<file path="config.mk">
export PLATFORM = sky130hd
export DESIGN_NAME = srb_ctrl
export DESIGN_NICKNAME = d
export VERILOG_FILES = /design/src/rtl/srb_pkg.sv /design/src/rtl/srb_ctrl.sv
export SDC_FILE = /design/constraint.sdc
export NUM_CORES = 1
export LEC_CHECK = 0
export BUFFER_PORTS_ARGS = -buffer_cell sky130_fd_sc_hd__buf_2
export CELL_PAD_IN_SITES_DETAIL_PLACEMENT = 0
export CELL_PAD_IN_SITES_GLOBAL_PLACEMENT = 1
export CORE_MARGIN = 2
export CORE_UTILIZATION = 35
export DETAILED_ROUTE_END_ITERATION = 10
export MAX_ROUTING_LAYER = met4
export PLACE_DENSITY_LB_ADDON = 0.1
export SLEW_MARGIN = 10
export SYNTH_ARGS = -nofsm -noshare
export SYNTH_HDL_FRONTEND = slang
export SYNTH_SLANG_ARGS = --single-unit
</file>
<file path="constraint.sdc">
create_clock -name CLOCK_IN -period 4.3 [get_ports CLOCK_IN]
set_input_delay 0.86 -clock CLOCK_IN [delete_from_list [all_inputs] [get_ports CLOCK_IN]]
set_output_delay 0.86 -clock CLOCK_IN [all_outputs]
set_load 0.005 [all_outputs]
</file>
<file path="src/rtl/srb_pkg.sv">
// Shared constants and carrier types for the receive self-test, elasticity and power block.
// Assumes a single 100 MHz clock and an APB master with 32-bit data.
package srb_pkg;

    // Three-level pin encoding: open reads as mid
    localparam logic [1:0] LVL_LOW = 2'b00;
    localparam logic [1:0] LVL_MID = 2'b01;
    localparam logic [1:0] LVL_HIGH = 2'b10;

    // Register byte offsets
    localparam logic [7:0] OFS_CTRL = 8'h00;
    localparam logic [7:0] OFS_STATUS = 8'h04;
    localparam logic [7:0] OFS_MISMATCH = 8'h08;
    localparam logic [7:0] OFS_LOOPS = 8'h0c;

    // Control bit positions
    localparam int CTRL_CLR_BIT = 0;
    localparam int CTRL_RESTART_BIT = 1;

    // Latch values after reset
    localparam logic [1:0] SELF_TEST_LATCH_RST = 2'b11;
    localparam logic [1:0] POWER_LATCH_RST = 2'b00;

    // Self-test sequence
    localparam int LFSR_W = 9;
    localparam logic [8:0] LFSR_START = 9'h000;
    localparam logic [4:0] ABORT_MARGIN = 5'h10;

    // Status encodings
    localparam logic [2:0] ST_DATA = 3'h0;
    localparam logic [2:0] ST_SPECIAL = 3'h1;
    localparam logic [2:0] ST_LOOP_A = 3'h2;
    localparam logic [2:0] ST_LOOP_B = 3'h4;
    localparam logic [2:0] ST_MISMATCH = 3'h6;
    localparam logic [2:0] ST_SEARCH = 3'h7;

    // Elasticity buffer
    localparam int EB_DEPTH = 10;
    localparam logic [3:0] EB_LAST = 4'h9;
    localparam logic [3:0] EB_CENTRE = 4'h5;
    localparam logic [3:0] EB_LOW_MARK = 4'h2;
    localparam logic [3:0] EB_HIGH_MARK = 4'h8;
    localparam logic [7:0] K28_5_DATA = 8'hbc;

    // Decoded character arriving from the decoder on the recovered side
    typedef struct packed {
        logic [7:0] data;
        logic kchar;
        logic err;
        logic framing;
        logic [2:0] status;
    } srb_char_t;

    // One 12-bit buffer and output entry
    typedef struct packed {
        logic [7:0] data;
        logic [2:0] status;
        logic parity;
    } srb_entry_t;

    typedef enum logic [1:0] {
        CHK_IDLE,
        CHK_SEARCH,
        CHK_RUN
    } srb_chk_state_t;

endpackage

</file>
<file path="src/rtl/srb_ctrl.sv">
// Receive self-test checker, elasticity buffer, status mode and power latches.
// Assumes decoded characters arrive with a valid strobe and reference ticks are
// synchronous strobes on the same clock.
//
// Function
// - Self-test latch open: enable bus bit0 low enables rx checker, bit1 low tx generator.
// - Self-test latch enable falling holds both enable bus bits until reopened.
// - Device reset sets every self-test latch bit high, disabling self-test.
// - Enabled checker runs a 511-state LFSR covering data, special and violation codes.
// - Synchronised checker compares each character and reports on the status bits.
// - First recognised enable presets LFSR to start code D0.0, once per loop.
// - Expected violations and disparity errors inside the loop are not errors.
// - Loop completion shows 010b or 100b for one character, also in bypass.
// - Self-test status replaces normal status regardless of decoder mode.
// - Invalid exceeding valid by 16 aborts and returns LFSR to D0.0.
// - Elasticity buffer holds 10 entries of 12 bits.
// - Buffer written on recovered side, read on reference ticks when selected.
// - Select low: reference timing and buffer active; mid or open: recovered timing.
// - Decoder bypass also bypasses the buffer; configuring party sets select mid.
// - Buffer inserts K28.5 or deletes framing characters only with framing held.
// - Status mode low gives scheme A, high scheme B; ignored in bypass.
// - Rx latch open: enable bus bit0 powers receive channel; falling edge holds it.
// - Tx latch open: each bus bit enables its driver; both off powers down tx.
// - Device reset clears transmit and receive enable latches.
//
// Our own choices: register access over APB and the address map.
`timescale 1ns/10ps
module srb_ctrl (
    // Clock and reset
    input wire logic CLOCK_IN,
    input wire logic RST_N_IN,
    // Latch control pins
    input wire logic [1:0] ENABLE_SELECT_BUS_IN,
    input wire logic SELF_TEST_LATCH_ENABLE_IN,
    input wire logic RX_POWER_LATCH_ENABLE_IN,
    input wire logic TX_POWER_LATCH_ENABLE_IN,
    // Mode pins, three-level encoded
    input wire logic [1:0] RX_CLOCK_SELECT_IN,
    input wire logic [1:0] DECODER_MODE_SELECT_IN,
    input wire logic [1:0] RX_STATUS_MODE_SELECT_IN,
    // Receive character stream
    input wire srb_pkg::srb_char_t RX_CHAR_IN,
    input wire logic RX_CHAR_VALID_IN,
    input wire logic REF_TICK_IN,
    // Receive output register
    output srb_pkg::srb_entry_t RX_OUT,
    output logic RX_OUT_VALID_OUT,
    output logic RX_FROM_REFERENCE_OUT,
    output logic BUFFER_BYPASS_OUT,
    // Power and self-test enables
    output logic RX_POWER_EN_OUT,
    output logic [1:0] TX_DRIVER_EN_OUT,
    output logic TX_CHANNEL_POWER_OUT,
    output logic TX_SELF_TEST_EN_OUT,
    // APB slave
    input wire logic PSEL,
    input wire logic PENABLE,
    input wire logic PWRITE,
    input wire logic [7:0] PADDR,
    input wire logic [31:0] PWDATA,
    output logic [31:0] PRDATA,
    output logic PREADY,
    output logic PSLVERR
);
    import srb_pkg::*;

    ////////////////////////////////////////////////////////////////////////////
    // Functions

    // XNOR feedback lets the all-zero start code live inside the sequence
    function automatic logic [8:0] lfsr_next(input logic [8:0] s);
        lfsr_next = {s[7:0], ~(s[8] ^ s[4])};
    endfunction

    function automatic logic exp_violation(input logic [8:0] s);
        exp_violation = s[8] & s[7] & s[6] & s[5];
    endfunction

    // A character matches the expected LFSR character
    function automatic logic char_match(input logic [8:0] s, input srb_char_t c);
        if (exp_violation(s)) begin
            char_match = c.err;
        end else begin
            char_match = !c.err && c.data == s[7:0] && c.kchar == (s[8] & s[7]);
        end
    endfunction

    function automatic logic odd_parity(input logic [7:0] d);
        odd_parity = ~(^d);
    endfunction

    ////////////////////////////////////////////////////////////////////////////
    // Latches: transparent while the enable is high, hold after it falls

    logic [1:0] st_latch_r;
    logic [1:0] rx_latch_r;
    logic [1:0] tx_latch_r;
    logic [1:0] st_eff;
    logic [1:0] rx_eff;
    logic [1:0] tx_eff;

    always_ff @(posedge CLOCK_IN) begin
        if (!RST_N_IN) begin
            st_latch_r <= SELF_TEST_LATCH_RST;
        end else if (SELF_TEST_LATCH_ENABLE_IN) begin
            st_latch_r <= ENABLE_SELECT_BUS_IN;
        end
    end

    always_ff @(posedge CLOCK_IN) begin
        if (!RST_N_IN) begin
            rx_latch_r <= POWER_LATCH_RST;
            tx_latch_r <= POWER_LATCH_RST;
        end else begin
            if (RX_POWER_LATCH_ENABLE_IN) begin
                rx_latch_r <= ENABLE_SELECT_BUS_IN;
            end
            if (TX_POWER_LATCH_ENABLE_IN) begin
                tx_latch_r <= ENABLE_SELECT_BUS_IN;
            end
        end
    end

    // Open latch passes the bus straight through; reset overrides the pins
    assign st_eff = !RST_N_IN ? SELF_TEST_LATCH_RST :
        (SELF_TEST_LATCH_ENABLE_IN ? ENABLE_SELECT_BUS_IN : st_latch_r);
    assign rx_eff = !RST_N_IN ? POWER_LATCH_RST :
        (RX_POWER_LATCH_ENABLE_IN ? ENABLE_SELECT_BUS_IN : rx_latch_r);
    assign tx_eff = !RST_N_IN ? POWER_LATCH_RST :
        (TX_POWER_LATCH_ENABLE_IN ? ENABLE_SELECT_BUS_IN : tx_latch_r);

    logic rx_test_en;
    assign rx_test_en = ~st_eff[0];
    assign TX_SELF_TEST_EN_OUT = ~st_eff[1];
    assign RX_POWER_EN_OUT = rx_eff[0];
    assign TX_DRIVER_EN_OUT = tx_eff;
    assign TX_CHANNEL_POWER_OUT = |tx_eff;

    ////////////////////////////////////////////////////////////////////////////
    // Mode decode

    logic bypass;
    logic ref_mode;
    logic scheme_b;
    assign bypass = DECODER_MODE_SELECT_IN == LVL_LOW;
    assign ref_mode = RX_CLOCK_SELECT_IN == LVL_LOW && !bypass;
    assign scheme_b = !bypass && RX_STATUS_MODE_SELECT_IN == LVL_HIGH;
    assign RX_FROM_REFERENCE_OUT = ref_mode;
    assign BUFFER_BYPASS_OUT = !ref_mode;

    ////////////////////////////////////////////////////////////////////////////
    // APB control strobes

    logic apb_wr;
    logic sw_clear;
    logic sw_restart;
    assign apb_wr = PSEL && PENABLE && PWRITE;
    assign sw_clear = apb_wr && PADDR == OFS_CTRL && PWDATA[CTRL_CLR_BIT];
    assign sw_restart = apb_wr && PADDR == OFS_CTRL && PWDATA[CTRL_RESTART_BIT];

    ////////////////////////////////////////////////////////////////////////////
    // Self-test checker

    srb_chk_state_t chk_state_r;
    logic [8:0] lfsr_r;
    logic [4:0] diff_r;
    logic [2:0] chk_status;
    logic chk_mismatch;
    logic chk_loop;
    logic loop_code_sel;

    assign loop_code_sel = scheme_b;
    assign chk_mismatch = chk_state_r == CHK_RUN && RX_CHAR_VALID_IN
        && !char_match(lfsr_r, RX_CHAR_IN);
    assign chk_loop = chk_state_r == CHK_RUN && RX_CHAR_VALID_IN
        && lfsr_r == LFSR_START && char_match(lfsr_r, RX_CHAR_IN);

    always_ff @(posedge CLOCK_IN) begin
        if (!RST_N_IN) begin
            chk_state_r <= CHK_IDLE;
            lfsr_r <= LFSR_START;
            diff_r <= 5'h00;
        end else if (!rx_test_en) begin
            chk_state_r <= CHK_IDLE;
            lfsr_r <= LFSR_START;
            diff_r <= 5'h00;
        end else begin
            unique case (chk_state_r)
                CHK_IDLE: begin
                    chk_state_r <= CHK_SEARCH;
                    lfsr_r <= LFSR_START;
                    diff_r <= 5'h00;
                end
                CHK_SEARCH: begin
                    if (RX_CHAR_VALID_IN && char_match(LFSR_START, RX_CHAR_IN)) begin
                        chk_state_r <= CHK_RUN;
                        lfsr_r <= lfsr_next(LFSR_START);
                    end
                end
                CHK_RUN: begin
                    if (sw_restart) begin
                        chk_state_r <= CHK_SEARCH;
                        lfsr_r <= LFSR_START;
                        diff_r <= 5'h00;
                    end else if (RX_CHAR_VALID_IN) begin
                        if (chk_mismatch && diff_r == ABORT_MARGIN - 5'h01) begin
                            chk_state_r <= CHK_SEARCH;
                            lfsr_r <= LFSR_START;
                            diff_r <= 5'h00;
                        end else begin
                            lfsr_r <= lfsr_next(lfsr_r);
                            if (chk_mismatch) begin
                                diff_r <= diff_r + 5'h01;
                            end else if (diff_r != 5'h00) begin
                                diff_r <= diff_r - 5'h01;
                            end
                        end
                    end
                end
            endcase
        end
    end

    always_comb begin
        if (chk_state_r != CHK_RUN) begin
            chk_status = ST_SEARCH;
        end else if (chk_mismatch) begin
            chk_status = ST_MISMATCH;
        end else if (chk_loop) begin
            chk_status = loop_code_sel ? ST_LOOP_B : ST_LOOP_A;
        end else begin
            chk_status = RX_CHAR_IN.kchar ? ST_SPECIAL : ST_DATA;
        end
    end

    // Write-side entry: self-test status wins over decoder status
    srb_entry_t wr_entry;
    always_comb begin
        wr_entry.data = RX_CHAR_IN.data;
        wr_entry.status = rx_test_en ? chk_status : RX_CHAR_IN.status;
        wr_entry.parity = odd_parity(RX_CHAR_IN.data);
    end

    ////////////////////////////////////////////////////////////////////////////
    // Elasticity buffer

    srb_entry_t eb_mem_r [EB_DEPTH];
    logic [EB_DEPTH-1:0] eb_frame_r;
    logic [3:0] eb_wp_r;
    logic [3:0] eb_rp_r;
    logic [3:0] eb_cnt_r;
    logic eb_has_frame;
    logic eb_push;
    logic eb_pop;
    logic eb_insert;

    // Slips happen only on framing characters; a push into a full buffer still overwrites an unread entry
    assign eb_has_frame = |eb_frame_r;
    assign eb_push = ref_mode && RX_CHAR_VALID_IN && !(RX_CHAR_IN.framing
        && eb_cnt_r >= EB_HIGH_MARK && eb_has_frame);
    assign eb_insert = ref_mode && REF_TICK_IN && eb_cnt_r <= EB_LOW_MARK
        && eb_has_frame;
    assign eb_pop = ref_mode && REF_TICK_IN && !eb_insert && eb_cnt_r != 4'h0;

    function automatic logic [3:0] eb_inc(input logic [3:0] p);
        eb_inc = p == EB_LAST ? 4'h0 : p + 4'h1;
    endfunction

    always_ff @(posedge CLOCK_IN) begin
        if (!RST_N_IN) begin
            for (int i = 0; i < EB_DEPTH; i++) begin
                eb_mem_r[i] <= '0;
            end
            eb_frame_r <= '0;
            eb_wp_r <= EB_CENTRE;
            eb_rp_r <= 4'h0;
            eb_cnt_r <= EB_CENTRE;
        end else begin
            if (eb_push) begin
                eb_mem_r[eb_wp_r] <= wr_entry;
                eb_frame_r[eb_wp_r] <= RX_CHAR_IN.framing;
                eb_wp_r <= eb_inc(eb_wp_r);
            end
            if (eb_pop) begin
                eb_rp_r <= eb_inc(eb_rp_r);
                if (!(eb_push && eb_wp_r == eb_rp_r)) begin
                    eb_frame_r[eb_rp_r] <= 1'b0;
                end
            end
            if (eb_push && !eb_pop && eb_cnt_r != EB_DEPTH[3:0]) begin
                eb_cnt_r <= eb_cnt_r + 4'h1;
            end else if (eb_pop && !eb_push) begin
                eb_cnt_r <= eb_cnt_r - 4'h1;
            end
        end
    end

    ////////////////////////////////////////////////////////////////////////////
    // Output register

    srb_entry_t k28_entry;
    assign k28_entry = '{data: K28_5_DATA, status: ST_SPECIAL,
        parity: odd_parity(K28_5_DATA)};

    always_ff @(posedge CLOCK_IN) begin
        if (!RST_N_IN) begin
            RX_OUT <= '0;
            RX_OUT_VALID_OUT <= 1'b0;
        end else if (ref_mode) begin
            RX_OUT_VALID_OUT <= eb_pop || eb_insert;
            if (eb_insert) begin
                RX_OUT <= k28_entry;
            end else if (eb_pop) begin
                RX_OUT <= eb_mem_r[eb_rp_r];
            end
        end else begin
            RX_OUT_VALID_OUT <= RX_CHAR_VALID_IN;
            if (RX_CHAR_VALID_IN) begin
                RX_OUT <= wr_entry;
            end
        end
    end

    ////////////////////////////////////////////////////////////////////////////
    // Counters; an event in the clearing cycle still counts

    logic [15:0] mis_cnt_r;
    logic [15:0] loop_cnt_r;

    always_ff @(posedge CLOCK_IN) begin
        if (!RST_N_IN) begin
            mis_cnt_r <= 16'h0000;
            loop_cnt_r <= 16'h0000;
        end else begin
            if (sw_clear) begin
                mis_cnt_r <= {15'h0000, chk_mismatch};
                loop_cnt_r <= {15'h0000, chk_loop};
            end else begin
                if (chk_mismatch && mis_cnt_r != 16'hffff) begin
                    mis_cnt_r <= mis_cnt_r + 16'h0001;
                end
                if (chk_loop && loop_cnt_r != 16'hffff) begin
                    loop_cnt_r <= loop_cnt_r + 16'h0001;
                end
            end
        end
    end

    ////////////////////////////////////////////////////////////////////////////
    // APB read path, zero wait states

    logic addr_ok;
    assign addr_ok = PADDR == OFS_CTRL || PADDR == OFS_STATUS
        || PADDR == OFS_MISMATCH || PADDR == OFS_LOOPS;
    assign PREADY = 1'b1;
    assign PSLVERR = PSEL && PENABLE && !addr_ok;

    always_comb begin
        PRDATA = 32'h0000_0000;
        if (PSEL && !PWRITE) begin
            unique case (PADDR)
                OFS_STATUS: PRDATA = {16'h0000, eb_cnt_r, 2'b00, chk_state_r,
                    2'b00, st_eff, rx_eff, tx_eff};
                OFS_MISMATCH: PRDATA = {16'h0000, mis_cnt_r};
                OFS_LOOPS: PRDATA = {16'h0000, loop_cnt_r};
                default: PRDATA = 32'h0000_0000;
            endcase
        end
    end

endmodule

</file>
==> flow_summary_export.csv <==
group,metric,value,unit
synth,synth_top_area_share,42.9,%
routing,num_vias,9228,
global_route,grt_pass1_wl,56400,µm
placement,dp.cells,1711,
routing,drtPass1Iterations,4,
setup_path,start_kind,"primary input",
clocking,cts_buffer_depth,3,
sta,max_freq,0.272,GHz
routing,dr_wl_met2,17000,µm
clocking,clock-sinks,285,
clocking,clock_latency,0.55,ns
cells_and_area,utilization,41.3,%
sta,slew_headroom,27.0,%
synth,yosysWarnings,0,
cells_and_area,final_cell_count_no_fill,1775,
synth,ys_ff_latch,285,
pwr,seq_power_share,48.3,%
sta,finalSetupViolCount,0,
global_route,grt_max_degree,31,
pwr,p_per_area,400,nW/µm²
sta,rsz0062_at_grt,"no",
sta,hold_viol_final,0,
setup_path,cp_slowest_cell,"or4_4",
min_path,hold_class,"reg2reg",
routing,wire_per_inst,20.4,µm
global_route,grt_pass1_vias,9119,
pwr,internal_power,4.76,mW
synth,synthTopCellsByCount,"192 x edfxtp_1, 170 x nor2_1, 93 x dfxtp_1",
sta,fin_worst_skew,0.0212,ns
cells_and_area,final_area,15600,µm²
setup_path,critPathKind,"in2reg",
cells_and_area,syn2layout_area_growth,16.0,%
placement,pre_cts_slack,0.161,ns
synth,async_flop_share,0,%
clocking,clkTransAtPathRegs,0.06,ns
setup_path,endpoint_kind,"flop",
setup_path,path_cells,"buf_2 > xor2_1 > or4_4 > nor4_1 > nor2_1 > inv_1 > ha_1 > a21o_1 > a221o_1 > nor4_1 > a211oi_1 > or4b_1 > o21ai_0",
global_route,antenna_found_initial,1,
pwr,p_switching,1.48,mW
pwr,peakVddDrop,0.000316,V
routing,drtAntennaViolNets,0,
placement,place_congestion,0.814,
floorplan,die_y,200,µm
setup_path,cp_data_required_time,4.76,ns
synth,synth_area,13400,µm²
floorplan,start_util,35.6,%
synth,synth_sequential_area_ratio,56.7,%
sta,fin_crit_sh,85.4,%
synth,synth_edf_count,192,
clocking,postCtsHoldBufs,0,
placement,place_area,14500,µm²
clocking,cts_tree,"done",
sta,finalCriticalPeriod,3.67,ns
floorplan,rows,71,
floorplan,core,37800,µm²
pwr,p_comb_share,6.0,%
run,drv_cap,0,
clocking,cts_root_buffer,"clkbuf_16",
routing,first_iter_violations,594,
global_route,grt_usage,19.3,%
setup_path,cp_max_fo,5,
sta,slew_viol_final,0,
synth,synth_most_common_cell,"edfxtp_1",
cells_and_area,layout-drive-gt1-share,19.7,%
synth,syn_area_per_cell,11.7,µm²
placement,dp_hpwl,26700,µm
pwr,netSwitchingFraction,23.8,%
floorplan,io_pins,126,
setup_path,regToRegSetupSlack,0.68,ns
pwr,power,6.24,mW
clocking,cts_buffers,35,
floorplan,die_x,200,µm
routing,post-route-drc-count,0,
setup_path,slowest_delay,0.53,ns
clocking,cts-htree-levels,2,
cells_and_area,fin_nets,1326,
routing,routed_wl,36300,µm
synth,ys.flop_type,"edfxtp_1",
synth,synth_largest_area_cell,"edfxtp_1",
pwr,leakagePower,5.51,nW
synth,yosys-top-cells-area,"edfxtp_1 43%, dfxtp_1 14%, mux4_2 10%",
pwr,clkPwrFrac,45.7,%
run_status,run_status,"finished, final reports clean",
sta,fin_hold_ws,0.451,ns
floorplan,dieArea,40000,µm²
routing,wl_met1,16900,µm
clocking,cts_resized,0,
clocking,cts_setup_buffers,0,
setup_path,path_common_cell,"nor4_1",
sta,worst_slew_pin_slew,1.08,ns
synth,yosysUniqueCellTypes,61,
global_route,grt.overflow.total,0,
routing,top_layer,"met4",
synth,syn_inst,1148,
routing,wl_met3,1630,µm
setup_path,cp.arrival,4.13,ns
routing,drt-vias-per-instance,5.20,
sta,setup_tns,0,ns
sta,fin_ws,0.627,ns
placement,portBuffers,78,
[sequential cells by signal (all words and copies together) (netlist names), named ones only]
| register | count |
|---|---|
| loop_cnt_r | 16 |
| st_latch_r | 2 |
| eb_cnt_r | 4 |
| rx_latch_r | 2 |
| chk_state_r | 2 |
| diff_r | 5 |
| RX_OUT_VALID_OUT | 1 |
| lfsr_r | 9 |
| tx_latch_r | 2 |
| eb_mem_r | 192 |
| eb_frame_r | 10 |
| eb_wp_r | 4 |
| mis_cnt_r | 16 |
| RX_OUT | 12 |
| eb_rp_r | 4 |
[power by group through the flow]
stage	combinational [mW]	clock, mW	sequential [mW]
final	0.374	2.85	3.01
after global routing	0.414	3.03	3.02
after CTS	0.381	2.93	3.02
after detailed placement	0.379	0	3.07
after global placement	0.379	0	3.07
after floorplan	0.251	0	3.05
[cells by family after synthesis]
| group | after synthesis | share of synthesized area, % |
|---|---|---|
| simple gates | 423 | 14.9 |
| flops | 285 | 56.7 |
| compound gates | 179 | 8.30 |
| buf+inv | 122 | 3.93 |
| mux | 92 | 12.5 |
| xor+xnor | 28 | 1.82 |
| fa+ha+maj | 17 | 1.69 |
| other cells | 2 | 0.0559 |
[routing by layer]
metal	vias to the layer above	track usage [%]
met5	-	-
met4	0	5.57
met3	58	3.02
met2	188	30.5
met1	4547	25.9
li1	4435	-
[critical path: cells and delay by family]
| family | cells | cell delay, ns |
|---|---|---|
| compound gates | 4 | 0.66 |
| xor+xnor | 1 | 0.14 |
| fa+ha+maj | 1 | 0.27 |
| buf+inv | 2 | 0.32 |
| simple gates | 5 | 1.87 |
[layout make-up]
type	count	area, µm²
Fill cell	3609	22200
Sequential cell	285	7630
Multi-Input combinational cell	756	5360
Clock buffer	41	898
Timing Repair Buffer	120	706
Tap cell	511	639
Clock inverter	21	201
Inverter	39	146
Antenna cell	2	5.00
[layout by cell type, fill, tap and decap left out, drive strengths merged, types with 23 or more instances in the layout]
cell type  netlist  final
a21oi           59     59
buf             28    120
clkbuf          55     41
dfxtp           93     93
edfxtp         192    192
inv             38     40
mux2i           25     25
mux4            60     60
nand2           90     90
nand4           23     23
nor2           170    170
o21ai           49     49
or3             23     23
[path summary, 6_finish.rpt]
path / cells after the start / start / to
setup / recovery: 13 / RX_CHAR_IN[11] / diff_r[4]
hold / removal: 2 / RX_OUT[7] / RX_OUT[7]
setup reg to reg: 12 / lfsr_r[5] / diff_r[4]
hold reg to reg: 2 / RX_OUT[7] / RX_OUT[7]
No activity file was read; power rests on OpenSTA's default activity.
